--- config.mk ---
export PLATFORM = sky130hd
export DESIGN_NAME = sfis_top
export DESIGN_NICKNAME = d
export VERILOG_FILES = /design/src/logic/sfis_pkg.sv /design/src/logic/sfis_flag_cell.sv /design/src/logic/sfis_top.sv
export SDC_FILE = /design/constraint.sdc
export NUM_CORES = 1
export LEC_CHECK = 0
export BUFFER_PORTS_ARGS = -buffer_cell sky130_fd_sc_hd__buf_2
export CAP_MARGIN = 20
export CORE_UTILIZATION = 52
export DETAILED_ROUTE_END_ITERATION = 10
export PLACE_DENSITY = 0.85
export SLEW_MARGIN = 20
export SYNTH_ARGS = -nofsm -noshare
export SYNTH_HDL_FRONTEND = slang
export SYNTH_SLANG_ARGS = --single-unit
--- constraint.sdc ---
create_clock -name SYS_CLK_I -period 3 [get_ports SYS_CLK_I]
set_clock_uncertainty 0.15 [all_clocks]
set_input_delay 0.45 -clock SYS_CLK_I [delete_from_list [all_inputs] [get_ports SYS_CLK_I]]
set_output_delay 0.45 -clock SYS_CLK_I [all_outputs]
set_load 0.005 [all_outputs]
--- src/logic/sfis_pkg.sv ---
// Constants shared by the supply fault status block.
package sfis_pkg;

    // ------------------------------------------------------------
    // Register offsets (byte addresses on the APB port)
    // ------------------------------------------------------------
    localparam logic [11:0] SFIS_STS_OFS = 12'h01C;
    localparam logic [11:0] SFIS_IEN_OFS = 12'h020;
    localparam logic [11:0] SFIS_CLR_OFS = 12'h024;

    // ------------------------------------------------------------
    // Field layout
    // ------------------------------------------------------------
    localparam int unsigned SFIS_FLAG_N   = 8;
    localparam int unsigned SFIS_STS_LSB  = 16;
    localparam int unsigned SFIS_IRQ_LSB  = 0;
    localparam int unsigned SFIS_STS_LANE = 2;
    localparam int unsigned SFIS_IRQ_LANE = 0;

    // Flag index inside an eight bit group: over group high, under low.
    localparam int unsigned SFIS_CORE_OV = 7;
    localparam int unsigned SFIS_IO_OV   = 6;
    localparam int unsigned SFIS_MAIN_OV = 5;
    localparam int unsigned SFIS_BAT_OV  = 4;
    localparam int unsigned SFIS_CORE_UV = 3;
    localparam int unsigned SFIS_IO_UV   = 2;
    localparam int unsigned SFIS_MAIN_UV = 1;
    localparam int unsigned SFIS_BAT_UV  = 0;

    // ------------------------------------------------------------
    // Reset values
    // ------------------------------------------------------------
    localparam logic [31:0] SFIS_RD_RST  = 32'h0000_0000;
    localparam logic [7:0]  SFIS_IEN_RST = 8'h00;
    localparam logic [7:0]  SFIS_RSV_RD  = 8'h00;

endpackage

--- src/logic/sfis_flag_cell.sv ---
// One supply fault flag pair: sticky status and edge-triggered interrupt status.
`timescale 1ns/1ps
`default_nettype none

module sfis_flag_cell
(
    input  wire logic clk_i,
    input  wire logic arst_n_i,
    input  wire logic det_i,
    input  wire logic en_i,
    input  wire logic sts_clr_i,
    input  wire logic irq_clr_i,
    output logic      sts_o,
    output logic      irq_o,
    output logic      set_o
);

    // ------------------------------------------------------------
    // State
    // ------------------------------------------------------------
    typedef struct packed
    {
        logic prev;
        logic sts;
        logic irq;
    } sfis_cell_t;

    sfis_cell_t cell_reg;
    sfis_cell_t cell_next;
    logic       rise;

    // ------------------------------------------------------------
    // Next state
    // ------------------------------------------------------------
    always_comb
    begin
        cell_next      = cell_reg;
        cell_next.prev = det_i;
        // A fault that persists raises its interrupt flag only once.
        rise = det_i & ~cell_reg.prev;
        set_o = rise & en_i;
        if (sts_clr_i)
        begin
            cell_next.sts = 1'b0;
        end
        if (det_i)
        begin
            cell_next.sts = 1'b1;
        end
        if (irq_clr_i)
        begin
            cell_next.irq = 1'b0;
        end
        if (set_o)
        begin
            cell_next.irq = 1'b1;
        end
    end

    always_ff @(posedge clk_i or negedge arst_n_i)
    begin
        if (!arst_n_i)
        begin
            cell_reg <= '0;
        end
        else
        begin
            cell_reg <= cell_next;
        end
    end

    assign sts_o = cell_reg.sts;
    assign irq_o = cell_reg.irq;

endmodule

`default_nettype wire

--- src/logic/sfis_top.sv ---
// Supply fault status and clear registers behind an APB slave.
//
// Chosen here: register access over APB.
`timescale 1ns/1ps
`default_nettype none

// Overview of operation
// - Core overvoltage sets status bit 23.
// - I/O overvoltage sets status bit 22.
// - Main supply overvoltage sets status bit 21.
// - Battery overvoltage sets status bit 20.
// - Core undervoltage sets status bit 19.
// - I/O undervoltage sets status bit 18.
// - Main supply undervoltage sets status bit 17.
// - Battery undervoltage sets status bit 16.
// - Overvoltage interrupt flags in bits 7 to 4.
// - Undervoltage interrupt flags in bits 3 to 0.
// - Reserved bits 31:24 and 15:8 read zero.
// - Clear bits 23:16 clear status flags.
// - Writing zero leaves a flag unchanged.
// - Clear bits 7:0 clear interrupt flags.
// - Reset sets all flags and registers zero.
// - Interrupts fire on fault edge only.
// - Each interrupt has its own enable bit.
module sfis_top
    import sfis_pkg::*;
(
    input  wire logic        SYS_CLK_I,
    input  wire logic        ARST_N_I,
    input  wire logic        PSEL_I,
    input  wire logic        PENABLE_I,
    input  wire logic        PWRITE_I,
    input  wire logic [11:0] PADDR_I,
    input  wire logic [31:0] PWDATA_I,
    input  wire logic [3:0]  PSTRB_I,
    output logic      [31:0] PRDATA_O,
    output logic             PREADY_O,
    output logic             PSLVERR_O,
    input  wire logic [3:0]  OVER_DET_I,
    input  wire logic [3:0]  UNDER_DET_I,
    output logic             SUPPLY_IRQ_O
);

    import sfis_pkg::*;

    // ------------------------------------------------------------
    // State
    // ------------------------------------------------------------
    typedef struct packed
    {
        logic [31:0] rdata;
        logic        slverr;
        logic [7:0]  ien;
        logic        irq;
    } sfis_state_t;

    sfis_state_t state_reg;
    sfis_state_t state_next;

    logic [7:0]  det;
    logic [7:0]  sts;
    logic [7:0]  irq;
    logic [7:0]  irq_set;
    logic [7:0]  clr_sts;
    logic [7:0]  clr_irq;
    logic        setup;
    logic        wr_fire;
    logic        clr_hit;
    logic        ien_hit;

    // ------------------------------------------------------------
    // Fault inputs
    // ------------------------------------------------------------
    // Bit order core, I/O, main, battery matches both register groups.
    assign det = {OVER_DET_I, UNDER_DET_I};

    // ------------------------------------------------------------
    // APB decode
    // ------------------------------------------------------------
    // The slave never waits; read data is captured in the setup cycle.
    assign PREADY_O = 1'b1;
    assign setup    = PSEL_I & ~PENABLE_I;
    assign wr_fire  = PSEL_I & PENABLE_I & PWRITE_I;
    assign clr_hit  = wr_fire & (PADDR_I == SFIS_CLR_OFS);
    assign ien_hit  = wr_fire & (PADDR_I == SFIS_IEN_OFS);

    // Only strobed byte lanes clear; a zero bit is no operation.
    assign clr_sts = PWDATA_I[SFIS_STS_LSB +: SFIS_FLAG_N]
                     & {SFIS_FLAG_N{clr_hit & PSTRB_I[SFIS_STS_LANE]}};
    assign clr_irq = PWDATA_I[SFIS_IRQ_LSB +: SFIS_FLAG_N]
                     & {SFIS_FLAG_N{clr_hit & PSTRB_I[SFIS_IRQ_LANE]}};

    // ------------------------------------------------------------
    // Flag cells
    // ------------------------------------------------------------
    genvar gi;
    generate
        for (gi = 0; gi < SFIS_FLAG_N; gi++)
        begin : g_flag
            sfis_flag_cell u_cell
            (
                .clk_i     (SYS_CLK_I),
                .arst_n_i  (ARST_N_I),
                .det_i     (det[gi]),
                .en_i      (state_reg.ien[gi]),
                .sts_clr_i (clr_sts[gi]),
                .irq_clr_i (clr_irq[gi]),
                .sts_o     (sts[gi]),
                .irq_o     (irq[gi]),
                .set_o     (irq_set[gi])
            );
        end
    endgenerate

    // ------------------------------------------------------------
    // Register file
    // ------------------------------------------------------------
    always_comb
    begin
        state_next = state_reg;
        // The request is one cycle wide so a level fault cannot storm the CPU.
        state_next.irq = |irq_set;
        if (ien_hit && PSTRB_I[SFIS_IRQ_LANE])
        begin
            state_next.ien = PWDATA_I[SFIS_IRQ_LSB +: SFIS_FLAG_N];
        end
        if (setup)
        begin
            state_next.rdata  = SFIS_RD_RST;
            state_next.slverr = 1'b0;
            unique case (PADDR_I)
                SFIS_STS_OFS:
                begin
                    state_next.rdata = {SFIS_RSV_RD, sts, SFIS_RSV_RD, irq};
                end
                SFIS_IEN_OFS:
                begin
                    state_next.rdata = {24'h00_0000, state_reg.ien};
                end
                SFIS_CLR_OFS:
                begin
                    // The clear register holds nothing and reads as zero.
                    state_next.rdata = SFIS_RD_RST;
                end
                default:
                begin
                    state_next.slverr = 1'b1;
                end
            endcase
        end
    end

    always_ff @(posedge SYS_CLK_I or negedge ARST_N_I)
    begin
        if (!ARST_N_I)
        begin
            state_reg.rdata  <= SFIS_RD_RST;
            state_reg.slverr <= 1'b0;
            state_reg.ien    <= SFIS_IEN_RST;
            state_reg.irq    <= 1'b0;
        end
        else
        begin
            state_reg <= state_next;
        end
    end

    assign PRDATA_O     = state_reg.rdata;
    assign PSLVERR_O    = state_reg.slverr & PSEL_I & PENABLE_I;
    assign SUPPLY_IRQ_O = state_reg.irq;

    // ------------------------------------------------------------
    // Assertions
    // ------------------------------------------------------------
    logic [7:0] clr_only;
    logic [7:0] iclr_only;
    logic [7:0] both_sts;
    logic [3:0] set_ov;
    logic [3:0] set_uv;

    assign clr_only  = clr_sts & ~det;
    assign iclr_only = clr_irq & ~irq_set;
    assign both_sts  = clr_sts & det;
    assign set_ov    = irq_set[7:4];
    assign set_uv    = irq_set[3:0];

    // ------------------------------------------------------------
    // Enables and bus side
    // ------------------------------------------------------------
    logic acc_rd;
    logic mapped;

    assign acc_rd = PSEL_I & PENABLE_I & ~PWRITE_I;
    assign mapped = (PADDR_I == SFIS_STS_OFS) | (PADDR_I == SFIS_IEN_OFS)
                    | (PADDR_I == SFIS_CLR_OFS);
endmodule

`default_nettype wire

* After elaboration in Yosys (flattened, before gate mapping)
Cells that the tools add are included.
** Storage, ports and cells
- Word-level logic and storage cells :: 120
- Output and inout port bits :: 35
- Bits in registers :: 66
- Input port bits :: 61
** Operators by class
- Reduce and logical (&&, ||, !) cells :: 19
- Bitwise logic cells :: 36
- Multiplexer cells :: 34
- Eq/ne operators :: 3
** Operators with widths (count)
- $pmux W24 S2 :: 1
- $mux W1 :: 33
- $reduce_bool A2 Y1 :: 16
- $and A1 B1 Y1 :: 25
- $eq A12 B6 Y1 const B :: 2
- $and A8 B8 Y8 :: 2
- $eq A12 B5 Y1 const B :: 1
- $not A1 Y1 :: 9
- $reduce_or A8 Y1 :: 1
- $reduce_or A3 Y1 :: 1
- $logic_and A1 B1 Y1 :: 1

* Depth between registers and ports, before layout
- Word-level depth :: 7
- Mapped depth :: 5
- Gate-level depth less buffers :: 3

* Cells and area by module
From an unflattened synthesis, not the netlist that was laid out.
** Unflattened totals
- Cell total of the unflattened synthesis :: 226
- Area, all modules :: 2529.9 sq um
** By module, submodules not included
- sfis_top :: cells an instance 154, area an instance 1609.0 sq um, seq. area each 650.6 sq um, instances 1
- sfis_flag_cell :: cells an instance 9, area an instance 115.1 sq um, seq. area each 75.1 sq um, instances 8

* Least setup slack after synthesis
No wires, ideal clock.
- Path type :: input -> register
- From :: input PADDR_I[9]
- To :: register state_reg[1] (netlist bit)
- Stages :: 4
- Slack :: 750 ps
- Data required time :: 2725 ps
- Setup time :: 125 ps
- Arrival time :: 1975 ps
- Path buffers :: 1
- Cell sequence :: or4_1 buf_4 nor4_4 mux2_2
** Between the ends
- Longest elaborated chain between the ends :: 3
** Ends and longest elaborated chain
- start: declaration :: RTL line sfis_top.sv:33 : input wire logic [11:0] PADDR_I,
- $eq A12 B6 Y1 :: RTL line sfis_top.sv:85 : assign ien_hit = wr_fire & (PADDR_I == SFIS_IEN_OFS);
- $and A1 B1 Y1 :: RTL line sfis_top.sv:85
- $logic_and A1 B1 Y1 :: RTL line sfis_top.sv:123 : if (ien_hit && PSTRB_I[SFIS_IRQ_LANE])
- end signal: assignment :: RTL line sfis_top.sv:164 : state_reg <= state_next;
- end: declaration :: RTL line sfis_top.sv:57 : sfis_state_t state_reg;
Every way passes these cells.
A chain may end at the register's enable or synchronous reset.

* Worst setup path in the final report
- From :: input PADDR_I[9]
- To :: register state_reg (netlist bit PRDATA_O[4])
** Between the ends
- Longest elaborated chain between the ends :: 2
- Elaborated cells on any way between the ends :: 3
- Those cells by class :: eq/ne: 2; mux: 1
** Ends and longest elaborated chain
- $eq A12 B6 Y1 or $eq A12 B5 Y1 (tied branches) :: RTL line sfis_top.sv:131 : unique case (PADDR_I)
- $pmux W24 S2 (*) :: RTL line sfis_top.sv:131
Mark *: on every way between the ends. The rest lies on a longest branch, timed or not.

==> results.sh <==
export IMPL_combPwrFrac_pct=6.8
export IMPL_dp_hpwl_mm=3.344
export IMPL_power_mw=1.122
export IMPL_drt_initial_drc_count=71
export IMPL_leakage_nw=1.337
export IMPL_io_buffer_count=60
export IMPL_fin_crit_sh_pct=77.34
export IMPL_largest_reg_flops=16
export IMPL_stdcell_count=315
export IMPL_peakVddDrop_v=0.0003396
export IMPL_antenna_left=0
export IMPL_max_slew_margin_pct=58.76
export IMPL_synthAdderAreaFrac_pct=0
export IMPL_fp_row_count=24
export IMPL_grt_max_degree=51
export IMPL_antenna_found_initial=0
export IMPL_numCtsBuffers=5
export IMPL_chipWidth_um=70.11
export IMPL_clk_latency_ns=0.29
export IMPL_cts_sinks=50
export IMPL_muxShareOfSynthArea_pct=3.734
export IMPL_drc=0
export IMPL_clockBufferDepth=2
export IMPL_core_mm2=0.004414
export IMPL_period_needed_ns=2.320
export IMPL_cp_slowest_cell="or4_1"
export IMPL_ys_ff_latch=50
export IMPL_required_ns=3.06
export IMPL_outcome="finished, final reports clean"
export IMPL_startpoint_type="primary input"
export IMPL_switching_share_pct=22.27
export IMPL_ios=96
export IMPL_path_class="in -> reg"
export IMPL_setup_violations=0
export IMPL_die_area_mm2=0.004915
export IMPL_synth_compound_area_share_pct=12.24
export IMPL_grt_overflow_total=0
export IMPL_yosysTopAreaCell="dfrtp_1"
export IMPL_endpoint_kind="register"
export IMPL_grt_pass1_vias=1577
export IMPL_finalHoldViolCount=0
export IMPL_place_congestion=0.8130
export IMPL_hp_class="in -> async"
export IMPL_cpMostUsedCell="or4_1"
export IMPL_cts_root_buf="clkbuf_8"
export IMPL_vias=1614
export IMPL_synthSimpleGateAreaFrac_pct=16.39
export IMPL_htree_levels=2
export IMPL_cap_viol_max_count=0
export IMPL_netlist_instances=216
export IMPL_postCtsHoldBufs=0
export IMPL_path_cells="buf_2 > or4_1 > or4_1 > o221ai_2"
export IMPL_power_density_mw_per_mm2=421.7
export IMPL_share_seq_of_total_power_pct=60.9
export IMPL_final_layout_size_suffix_gt1_share_pct=34.60
export IMPL_synth_top_family_by_area="simple AND/OR/NAND/NOR gates"
export IMPL_post_cts_resized=0
export IMPL_max_freq_mhz=431.0
export IMPL_final_common_cell="buf_2"
export IMPL_critPathMaxStageDelay_ns=0.86
export IMPL_cts_clk_slew_worst_paths_ns=0.09
export IMPL_grt_util_all_layers_pct=19.63
export IMPL_grt_pass1_wl_mm=7.403
export IMPL_wl_per_cell_um=14.46
export IMPL_intPower_uw=871.9
export IMPL_synth_top_area_share_pct=51.87
export IMPL_cts_setup_buffers=0
export IMPL_initial_core_util_pct=54.65
export IMPL_die_h_um=70.11
export IMPL_wl_mm=4.556
export IMPL_postSynthAreaPerCell_um2=11.17
export IMPL_placedCellCount=308
export IMPL_clockPowerShare_pct=32.3
export IMPL_synth_warnings=0
export IMPL_p_switching_uw=249.8
export IMPL_viasPerCell=5.124
export IMPL_final_cell_mix="buf_2 (59), dfrtp_1 (50), inv_1 (24), conb_1 (17), nor2_1 (15)"
export IMPL_timing_rr_start="state_reg[4]$_DFFE_PN0P_"
export IMPL_syn_cell_area_mm2=0.002412
export IMPL_final_nets=324
export IMPL_dr_pass1_iters=4
export IMPL_synth_yosys_seq_area_share_pct=51.87
export IMPL_synthXorXnorAreaFrac_pct=0
export IMPL_rsz0062_at_grt="false"
export IMPL_worst_ep_arrival_time_ns=2.38
export IMPL_area_growth_pct=10.27
export IMPL_setup_tns_ns=0
export IMPL_fin_hold_ws_ns=0.007937
export IMPL_critPathMaxFanout=8
export IMPL_tightestPinTransition_ns=0.6185
export IMPL_cts_tree="yes"
export IMPL_synthTopCellsByArea="dfrtp_1 (52%), buf_4 (11%), o221ai_2 (5.0%), inv_1 (3.7%), mux2_2 (3.7%)"
export IMPL_antenna_cells=0
export IMPL_ys_types=30
export IMPL_maxSlewViolCount=0
export IMPL_startpoint="PADDR_I[9]"
[worst max-delay path: cells and delay by family]
kind                   cells  cell delay, ns
AOI/OAI and AO/OA          1            0.25
buffers and inverters      1            0.10
and+or+nand+nor            2            1.57
[cells by family after synthesis]
family / count (synthesis)
buffers and inverters: 63
other: 2
muxes: 8
AOI/OAI and AO/OA: 34
DFF: 50
and+or+nand+nor: 59
[power groups by stage]
stage / registers (mW) / logic (mW) / clock network (mW)
CTS: 0.683 / 0.0770 / 0.366
global route: 0.683 / 0.0867 / 0.394
global placement: 0.696 / 0.0747 / 0
floorplan: 0.696 / 0.0412 / 0
detailed placement: 0.696 / 0.0769 / 0
finish: 0.683 / 0.0768 / 0.362
[per-stage QoR]
step,utilization [%],area [um^2],worst slack [ns]
4_1_cts,60.20,2658,0.6869
6_report,60.26,2660,0.6797
5_1_grt,60.26,2660,0.6446
2_1_floorplan,-,2469,0.7504
3_5_place_dp,58.48,2581,0.3792
3_3_place_gp,58.48,2581,0.4201
[synthesized netlist by cell type]
| cell | instances |
|---|---|
| buf_2 | 1 |
| and3b_1 | 6 |
| and3_1 | 1 |
| conb_1 | 2 |
| nor4_1 | 1 |
| nor4_2 | 2 |
| a21oi_1 | 6 |
| or4_1 | 4 |
| o221ai_2 | 8 |
| a31oi_1 | 10 |
| nand2_1 | 9 |
| nor2_1 | 15 |
| nand2b_1 | 1 |
| nand4b_1 | 4 |
| clkbuf_1 | 2 |
| a211oi_1 | 1 |
| nand4_1 | 1 |
| o21ai_0 | 1 |
| and2_1 | 2 |
| buf_4 | 36 |
| nor2b_1 | 6 |
| nor4_4 | 2 |
| inv_1 | 24 |
| a22o_1 | 8 |
| or4bb_1 | 1 |
| mux2_2 | 8 |
| or4b_2 | 1 |
| dfrtp_1 | 50 |
| or3b_2 | 1 |
| nand3b_1 | 2 |
[cell type report]
cell class	instances	area, um^2
Sequential cell	50	1251
Tap cell	52	65.06
Clock buffer	7	76.32
Timing Repair Buffer	64	332.8
Multi-Input combinational cell	118	844.6
Inverter	24	90.09
Fill cell	382	1754
[path summary, 6_finish.rpt]
path | end | slack [ns] | cells after the start
max in group asynchronous | g_flag[7].u_cell.irq_o$_DFFE_PN0P_ | 2.27 | 1
worst max-delay path | PRDATA_O[4]$_DFFE_PN0P_ | 0.68 | 4
worst min-delay path | state_reg[6]$_DFFE_PN0P_ | 0.008 | 1
worst max register to register | SUPPLY_IRQ_O$_DFF_PN0_ | 1.50 | 3
min in group SYS_CLK_I | g_flag[6].u_cell.cell_reg[2]$_DFF_PN0_ | 0.16 | 1
worst min register to register | PRDATA_O[1]$_DFFE_PN0P_ | 0.35 | 2
[layer usage]
layer / GRT usage, % / part of all wire (%) / routed length [um]
met1: 25.48 / 46 / 2073
met5: 0 / 0 / 0
met2: 32.69 / 49 / 2249
met4: 6.444 / 1.2 / 56
met3: 4.329 / 3.9 / 176
(Power assumes the default switching activity.)
